==> src/cbp_consts.vh <==
// Purpose: Shared constants of the cell-balance duty block: register indices, field layout, reset values.
// Assumes: Register indices are word indices; the byte address on the bus is four times the index.
// Notes: Definitions only, guarded against double inclusion.
`ifndef CBP_CONSTS_VH
`define CBP_CONSTS_VH

// Word indices of the seven duty registers, channel 8 through channel 14.
`define CBP_DUTY_IDX_CH8 14'h103B
`define CBP_DUTY_IDX_CH9 14'h103C
`define CBP_DUTY_IDX_CH10 14'h103D
`define CBP_DUTY_IDX_CH11 14'h103E
`define CBP_DUTY_IDX_CH12 14'h103F
`define CBP_DUTY_IDX_CH13 14'h1040
`define CBP_DUTY_IDX_CH14 14'h1041
// Number of duty registers in this block, at the index width.
`define CBP_CHAN_COUNT 14'h0007

// Word index of the read-only gate status register.
`define CBP_STATUS_IDX 14'h1080

// Duty field position and width; bits above it read as zero.
`define CBP_DUTY_LSB 0
`define CBP_DUTY_MSB 7
`define CBP_DUTY_WIDTH 8

// Duty codes: reset value (full duty), half duty and off.
`define CBP_DUTY_RESET 8'hFF
`define CBP_HALF_DUTY_CODE 8'h80
`define CBP_DUTY_OFF 8'h00

// Last count of the period counter: 255 steps, 0 through 254.
`define CBP_PERIOD_LAST 8'hFE

// Bus response codes.
`define CBP_RESP_OKAY 2'h0
`define CBP_RESP_SLVERR 2'h2

`endif

==> src/cbp_balance_pwm.v <==
// Purpose: Duty-cycle control of the cell-balancing switches of channels 8 to 14, over AXI4-Lite.
// Assumes: One clock at 25 MHz, synchronous active-low reset; the bus master obeys AXI4-Lite.
// Notes: Register byte address is four times the word index; unmapped addresses answer SLVERR.
`timescale 1ns/10ps
`include "cbp_consts.vh"

module cbp_balance_pwm #(
    parameter [15:0] PRESCALE = 16'h0001
)
(
    input wire aclk,
    input wire aresetn,
    input wire [15:0] s_axi_awaddr,
    input wire [2:0] s_axi_awprot,
    input wire s_axi_awvalid,
    output wire s_axi_awready,
    input wire [31:0] s_axi_wdata,
    input wire [3:0] s_axi_wstrb,
    input wire s_axi_wvalid,
    output wire s_axi_wready,
    output reg [1:0] s_axi_bresp,
    output reg s_axi_bvalid,
    input wire s_axi_bready,
    input wire [15:0] s_axi_araddr,
    input wire [2:0] s_axi_arprot,
    input wire s_axi_arvalid,
    output wire s_axi_arready,
    output reg [31:0] s_axi_rdata,
    output reg [1:0] s_axi_rresp,
    output reg s_axi_rvalid,
    input wire s_axi_rready,
    output wire [6:0] balance_gate
);

    localparam NCHAN = 7;

    // Write channel holding registers.
    reg aw_full_reg;
    reg [15:0] aw_addr_reg;
    reg w_full_reg;
    reg [7:0] w_duty_reg;
    reg w_lane0_reg;

    // Duty fields of all channels, channel 8 in the lowest byte.
    reg [8*NCHAN-1:0] duty_reg;

    // Period counter outputs.
    wire [7:0] count;
    wire period_end;

    // Write decode.
    wire aw_take;
    wire w_take;
    wire do_write;
    wire [13:0] wr_idx;
    wire [13:0] wr_off;
    wire wr_is_duty;
    wire [2:0] wr_chan;

    // Read decode.
    wire ar_take;
    wire [13:0] rd_idx;
    wire [13:0] rd_off;
    wire rd_is_duty;
    wire rd_is_status;
    wire [2:0] rd_chan;
    reg [31:0] rdata_next;
    reg [1:0] rresp_next;

    // Loop index of the reset loop alone, so that only one process ever drives it.
    integer i;

    // Address and data are taken independently, each once per write.
    assign s_axi_awready = !aw_full_reg && !s_axi_bvalid;
    assign s_axi_wready = !w_full_reg && !s_axi_bvalid;
    assign aw_take = s_axi_awvalid && s_axi_awready;
    assign w_take = s_axi_wvalid && s_axi_wready;
    // The write lands once both halves are held and no response is pending.
    assign do_write = aw_full_reg && w_full_reg && !s_axi_bvalid;

    // Offsets below the first channel wrap to large values and fail the range test.
    assign wr_idx = aw_addr_reg[15:2];
    assign wr_off = wr_idx - `CBP_DUTY_IDX_CH8;
    assign wr_is_duty = (wr_off < `CBP_CHAN_COUNT);
    assign wr_chan = wr_off[2:0];

    // Capture of the address and data halves of a write.
    always @(posedge aclk)
    begin
        if (!aresetn)
        begin
            aw_full_reg <= 1'b0;
            aw_addr_reg <= 16'h0000;
            w_full_reg <= 1'b0;
            w_duty_reg <= 8'h00;
            w_lane0_reg <= 1'b0;
        end
        else
        begin
            if (aw_take)
            begin
                aw_full_reg <= 1'b1;
                aw_addr_reg <= s_axi_awaddr;
            end
            else if (do_write)
            begin
                aw_full_reg <= 1'b0;
            end
            if (w_take)
            begin
                w_full_reg <= 1'b1;
                // Only the duty byte is kept; bits 31:8 have no storage at all.
                w_duty_reg <= s_axi_wdata[`CBP_DUTY_MSB:`CBP_DUTY_LSB];
                w_lane0_reg <= s_axi_wstrb[0];
            end
            else if (do_write)
            begin
                w_full_reg <= 1'b0;
            end
        end
    end

    // Duty registers; a write with byte lane 0 disabled leaves the field untouched.
    always @(posedge aclk)
    begin
        if (!aresetn)
        begin
            for (i = 0; i < NCHAN; i = i + 1)
            begin
                duty_reg[8*i +: 8] <= `CBP_DUTY_RESET;
            end
        end
        else if (do_write && wr_is_duty && w_lane0_reg)
        begin
            // The range test keeps wr_chan below seven, so the default branch never changes a field.
            case (wr_chan)
                3'h0:
                begin
                    duty_reg[7:0] <= w_duty_reg;
                end
                3'h1:
                begin
                    duty_reg[15:8] <= w_duty_reg;
                end
                3'h2:
                begin
                    duty_reg[23:16] <= w_duty_reg;
                end
                3'h3:
                begin
                    duty_reg[31:24] <= w_duty_reg;
                end
                3'h4:
                begin
                    duty_reg[39:32] <= w_duty_reg;
                end
                3'h5:
                begin
                    duty_reg[47:40] <= w_duty_reg;
                end
                3'h6:
                begin
                    duty_reg[55:48] <= w_duty_reg;
                end
                default:
                begin
                    duty_reg <= duty_reg;
                end
            endcase
        end
    end

    // Write response; the status register is read-only and writes to it are ignored with OKAY.
    always @(posedge aclk)
    begin
        if (!aresetn)
        begin
            s_axi_bvalid <= 1'b0;
            s_axi_bresp <= `CBP_RESP_OKAY;
        end
        else if (do_write)
        begin
            s_axi_bvalid <= 1'b1;
            s_axi_bresp <= (wr_is_duty || (wr_idx == `CBP_STATUS_IDX)) ? `CBP_RESP_OKAY : `CBP_RESP_SLVERR;
        end
        else if (s_axi_bready)
        begin
            s_axi_bvalid <= 1'b0;
        end
    end

    // A new read is taken only when no read data wait for the master.
    assign s_axi_arready = !s_axi_rvalid;
    assign ar_take = s_axi_arvalid && s_axi_arready;
    assign rd_idx = s_axi_araddr[15:2];
    assign rd_off = rd_idx - `CBP_DUTY_IDX_CH8;
    assign rd_is_duty = (rd_off < `CBP_CHAN_COUNT);
    assign rd_is_status = (rd_idx == `CBP_STATUS_IDX);
    assign rd_chan = rd_off[2:0];

    // Read data selection; everything above the duty byte reads as zero.
    always @*
    begin
        rdata_next = 32'h00000000;
        rresp_next = `CBP_RESP_OKAY;
        if (rd_is_duty)
        begin
            // Only the duty byte is ever filled in; the upper bits keep the zero set above.
            case (rd_chan)
                3'h0:
                begin
                    rdata_next[`CBP_DUTY_MSB:`CBP_DUTY_LSB] = duty_reg[7:0];
                end
                3'h1:
                begin
                    rdata_next[`CBP_DUTY_MSB:`CBP_DUTY_LSB] = duty_reg[15:8];
                end
                3'h2:
                begin
                    rdata_next[`CBP_DUTY_MSB:`CBP_DUTY_LSB] = duty_reg[23:16];
                end
                3'h3:
                begin
                    rdata_next[`CBP_DUTY_MSB:`CBP_DUTY_LSB] = duty_reg[31:24];
                end
                3'h4:
                begin
                    rdata_next[`CBP_DUTY_MSB:`CBP_DUTY_LSB] = duty_reg[39:32];
                end
                3'h5:
                begin
                    rdata_next[`CBP_DUTY_MSB:`CBP_DUTY_LSB] = duty_reg[47:40];
                end
                3'h6:
                begin
                    rdata_next[`CBP_DUTY_MSB:`CBP_DUTY_LSB] = duty_reg[55:48];
                end
                default:
                begin
                    rdata_next = 32'h00000000;
                end
            endcase
        end
        else if (rd_is_status)
        begin
            rdata_next[NCHAN-1:0] = balance_gate;
        end
        else
        begin
            rresp_next = `CBP_RESP_SLVERR;
        end
    end

    // Read answer registered in the cycle after the address is taken.
    always @(posedge aclk)
    begin
        if (!aresetn)
        begin
            s_axi_rvalid <= 1'b0;
            s_axi_rdata <= 32'h00000000;
            s_axi_rresp <= `CBP_RESP_OKAY;
        end
        else if (ar_take)
        begin
            s_axi_rvalid <= 1'b1;
            s_axi_rdata <= rdata_next;
            s_axi_rresp <= rresp_next;
        end
        else if (s_axi_rready)
        begin
            s_axi_rvalid <= 1'b0;
        end
    end

    // One counter serves all channels, so every channel's period starts together.
    cbp_period_cnt #(
        .PRESCALE(PRESCALE)
    )
    u_period (
        .aclk(aclk),
        .aresetn(aresetn),
        .count_reg(count),
        .period_end(period_end)
    );

    // One comparator per channel.
    genvar g;
    generate
        for (g = 0; g < NCHAN; g = g + 1)
        begin : g_chan
            cbp_pwm_chan u_chan (
                .aclk(aclk),
                .aresetn(aresetn),
                .count(count),
                .period_end(period_end),
                .duty(duty_reg[8*g +: 8]),
                .gate_reg(balance_gate[g])
            );
        end
    endgenerate

endmodule // cbp_balance_pwm

==> src/cbp_period_cnt.v <==
// Purpose: Free-running period counter shared by all balancing channels.
// Assumes: One clock; the step rate is the clock divided by PRESCALE.
// Notes: Counts 0 through 254, so one period is 255 steps.
`timescale 1ns/10ps
`include "cbp_consts.vh"

module cbp_period_cnt #(
    parameter [15:0] PRESCALE = 16'h0001
)
(
    input wire aclk,
    input wire aresetn,
    output reg [7:0] count_reg,
    output wire period_end
);

    reg [15:0] pre_reg;
    wire step;

    // A step enable pulse once every PRESCALE clocks.
    assign step = (pre_reg == PRESCALE - 16'h0001);
    // The last step of a period is where new duty values are taken.
    assign period_end = step && (count_reg == `CBP_PERIOD_LAST);

    // Prescaler and step counter.
    always @(posedge aclk)
    begin
        if (!aresetn)
        begin
            pre_reg <= 16'h0000;
            count_reg <= 8'h00;
        end
        else
        begin
            pre_reg <= step ? 16'h0000 : pre_reg + 16'h0001;
            if (step)
            begin
                count_reg <= (count_reg == `CBP_PERIOD_LAST) ? 8'h00 : count_reg + 8'h01;
            end
        end
    end

endmodule // cbp_period_cnt

==> src/cbp_pwm_chan.v <==
// Purpose: One balancing channel: compares its duty value with the shared period count.
// Assumes: count runs 0 through 254; period_end marks the last step of a period.
// Notes: The duty value is taken only at period boundaries, so a write never cuts a pulse short.
`timescale 1ns/10ps
`include "cbp_consts.vh"

module cbp_pwm_chan (
    input wire aclk,
    input wire aresetn,
    input wire [7:0] count,
    input wire period_end,
    input wire [7:0] duty,
    output reg gate_reg
);

    reg [7:0] active_reg;

    // Duty shadow, loaded at the end of each period.
    always @(posedge aclk)
    begin
        if (!aresetn)
        begin
            active_reg <= `CBP_DUTY_RESET;
        end
        else if (period_end)
        begin
            active_reg <= duty;
        end
    end

    // Gate is on while the count is below the duty: 0 never on, 255 always on, 128 gives 128 of 255 steps.
    always @(posedge aclk)
    begin
        if (!aresetn)
        begin
            gate_reg <= 1'b0;
        end
        else
        begin
            gate_reg <= (count < active_reg);
        end
    end

endmodule // cbp_pwm_chan

==> config.mk <==
export PLATFORM = sky130hd
export DESIGN_NAME = cbp_balance_pwm
export DESIGN_NICKNAME = d
export VERILOG_FILES = /design/src/cbp_balance_pwm.v /design/src/cbp_period_cnt.v /design/src/cbp_pwm_chan.v
export VERILOG_INCLUDE_DIRS = /design/src /design/src/src
export SDC_FILE = /design/constraint.sdc
export NUM_CORES = 1
export LEC_CHECK = 0
export ABC_AREA = 1
export BUFFER_PORTS_ARGS = -buffer_cell sky130_fd_sc_hd__buf_4
export CAP_MARGIN = 25
export CORE_MARGIN = 4
export CORE_UTILIZATION = 35
export CTS_CLUSTER_SIZE = 12
export DETAILED_ROUTE_END_ITERATION = 8
export MAX_ROUTING_LAYER = met4
export SYNTH_ARGS = -nofsm -noshare
export SYNTH_HDL_FRONTEND = slang
export SYNTH_SLANG_ARGS = --single-unit
==> constraint.sdc <==
create_clock -name aclk -period 2.1 [get_ports aclk]
set_input_delay 0.42 -clock aclk [delete_from_list [all_inputs] [get_ports aclk]]
set_output_delay 0.42 -clock aclk [all_outputs]
set_load 0.01 [all_outputs]
==> metrics.yaml <==
drt:
  drtAntennaViolNets: 0
  drc: 0
  drtIter0Drc: 594
  vias_per_cell: 5.07
  wl_microns: 24500
  routedWlPerCell_microns: 15.3
  first_pass_iters: 5
  vias: 8140
yosys:
  postSynthCellCount: 1193
  synth_top_area_share: 0.408
  syn_area_sq_um: 8840
  synth-seq-area-share: 0.408
  yosysTopAreaCell: "dfxtp_1"
  ys_ff_latch: 180
  syn_avg_cell_area_sq_um: 7.41
  synth_area_leaders: "dfxtp_1 41%, nand2_1 8.3%, ha_1 7.5%, a21oi_1 6.6%, nand3_1 5.6%"
  yosysWarnings: 0
  synthDistinctLibCells: 38
clock_network:
  clock_latency_ns: 0.44
  cts_tree: "built"
  clock_sinks: 180
  cts_max_path_buffers: 2
  clk_pin_slew_ns: 0.08
  cts_buffers: 17
  ctsRootBufferMaster: "clkbuf_16"
  htreeDepth: 4
power:
  switchingPower_uw: 2010
  pwr-share-clk: 0.441
  p_seq_frac: 0.473
  power_switching_share: 0.266
  p_leak_uw: 0.00528
  p_per_area_nw_per_um2: 715
  ir_drop_uv: 591
  power_frac_comb: 0.086
  p_int_uw: 5540
timing:
  finalSetupViolCount: 0
  relSlewSlack: 0.635
  worstMarginPinSlew_ns: 0.545
  fmax_mhz: 512
  grt_setup_unrepaired: "true"
  timing.final.crit_share: 0.929
  fin_skew_ns: 0.0147
  finalMaxSlewViolations: 0
  hold_ws_ns: 0.223
  finalHoldViolCount: 0
  fin_crit_ns: 1.95
finish:
  syn_to_final_growth_pct: 19.4
  fill_cells: 2482
  multi_input_area_sq_um: 4440
  fin_cells: 1606
  nets: 1403
  diodes: 0
  drive_gt1_frac: 0.137
  register_area_sq_um: 3600
critical_path:
  required_ns: 2.47
  cp.arrival_ns: 2.32
  critPathLaunchType: "flop"
  critical_path_class: "flop to flop"
  cp-end-kind: "flop"
  path_max_fanout: 22
floorplanning:
  initial_core_util: 0.359
  core_sq_um: 24600
  die_x_microns: 167
  die_y_microns: 167
  fp-row-count: 57
  dieArea_sq_um: 27900
  ioPinCount: 129
grt:
  grt_pass1_vias: 7339
  grt_max_degree: 66
  antenna_found_initial: 0
  grt_pass1_wl_microns: 39000
  grt_usage: 0.176
  gr-total-overflow: 0
flow_run:
  maxCapViolations: 0
hold_path:
  hp-class: "input port to flop"
placed_design:
  place.gp.congestion: 0.972
  portBuffers: 65
  placed_cells_incl_taps: 1566
  dp_hpwl_microns: 17700
status:
  status: "finished clean"
[power by group through the flow]
stage	registers [uW]	logic, uW	clock network [uW]
after detailed placement	3650	635	0
after floorplan	3600	449	0
final	3570	646	3330
after global routing	3580	725	3530
after global placement	3650	630	0
after CTS	3570	637	3390
[synth_stat cells]
cell type and n:
or2_2 7, o21ai_0 95, o31ai_1 1, nand2_1 196, a21oi_1 117, nor4b_1 1
buf_6 4, nor2_1 92, nand3_1 99, ha_1 53, inv_1 128, o2111a_1 1
dfxtp_1 180, a211o_1 3, clkbuf_1 34, buf_2 9, inv_2 2, a22o_1 4
nand3_4 1, a221oi_1 3, nor3b_1 4, o21bai_1 3, conb_1 1, buf_4 34
a22oi_1 1, o21a_1 2, nor4_1 5, o211ai_1 5, clkinv_1 1, nand2_2 1
o41ai_1 1, a21boi_1 1, nand4_1 75, a31oi_1 3, buf_1 7, nor2_4 1
xor2_1 2, nor3_1 16
[cell type report]
class | instances | area share
Clock buffer | 17 | 0.0403
Clock inverter | 15 | 0.0178
Inverter | 131 | 0.0466
Multi-Input combinational cell | 819 | 0.421
Sequential cell | 180 | 0.341
Tap cell | 324 | 0.0384
Timing Repair Buffer | 120 | 0.0949
[critical path, stage by stage, from the launching register on]
cell and delay (ns):
dfxtp_1 0.36, nand2_1 0.06, nor2_1 0.20, inv_1 0.16
nor2_4 0.32, buf_4 0.24, buf_4 0.26, nand4_1 0.15
nand3_1 0.12
[routing by layer]
layer,vias to the layer above,wire [microns],GRT usage
met4,0,588,0.0587
met1,3730,11400,0.235
met5,-,0,-
met2,223,11100,0.273
li1,4149,-,-
met3,38,1380,0.0273
[what timing repair did]
item,in CTS,in global routing
gates cloned,0,2
hold buffers,0,0
endpoints found under the setup margin,8,72
gates resized for setup,1,19
pin swaps,0,4
buffers inserted,0,6
hold endpoints to repair,0,0
[path summary, 6_finish.rpt]
path / start / end / slack, ns / cells past startpoint
max: w_full_reg / duty_reg[20] / 0.15 / 8
min: s_axi_wdata[2] / w_duty_reg[2] / 0.22 / 3
max reg2reg: w_full_reg / duty_reg[20] / 0.15 / 8
min reg2reg: s_axi_rdata[6] / s_axi_rdata[6] / 0.47 / 2
[placed cells by master, fill, tap and decap left out, types with 2 or more instances in the layout]
cell type / netlist / final
a22o_1: 4 / 4
a211o_1: 3 / 3
o21a_1: 2 / 2
clkinv_4: 0 / 2
nand3_1: 99 / 92
bufinv_16: 0 / 2
nor3_1: 16 / 16
inv_1: 128 / 128
xor2_1: 2 / 2
inv_2: 2 / 3
or2_2: 7 / 7
ha_1: 53 / 53
a21oi_1: 117 / 117
nand2_1: 196 / 196
dfxtp_1: 180 / 180
o21bai_1: 3 / 3
a31oi_1: 3 / 3
nand4_1: 75 / 75
inv_8: 0 / 4
buf_6: 4 / 2
nand3_4: 1 / 8
clkinvlp_4: 0 / 3
clkbuf_16: 0 / 19
nor4_1: 5 / 5
conb_1: 1 / 26
inv_6: 0 / 3
nor2_4: 1 / 2
nor2_2: 0 / 2
nor3b_1: 4 / 4
o211ai_1: 5 / 5
o21ai_0: 95 / 95
nor2_1: 92 / 89
a221oi_1: 3 / 3
buf_4: 34 / 111
buf_12: 0 / 4
[through the flow]
step                power (uW)  setup WS, ns  area, sq um   util  TNS [ns]
finish                    7540         0.148        10600  0.429         0
global route              7830      -0.00825        10600  0.429   -0.0272
CTS                       7600        0.0197        10400  0.421         0
detailed placement        4280       -0.0400         9740  0.396    -0.168
global placement          4280        0.0194         9740  0.396         0
floorplan                 4040         0.357         8930      -         0
[logic make-up after synthesis]
family / synth area share
AND/OR/NAND/NOR: 0.257
AO/OA/AOI/OAI: 0.145
buffers and inverters: 0.112
flip-flops: 0.408
adder cells (fa/ha/maj): 0.0750
XOR/XNOR: 0.00198
other: 0.000424
Note: power is estimated with default switching activity, not from simulation.
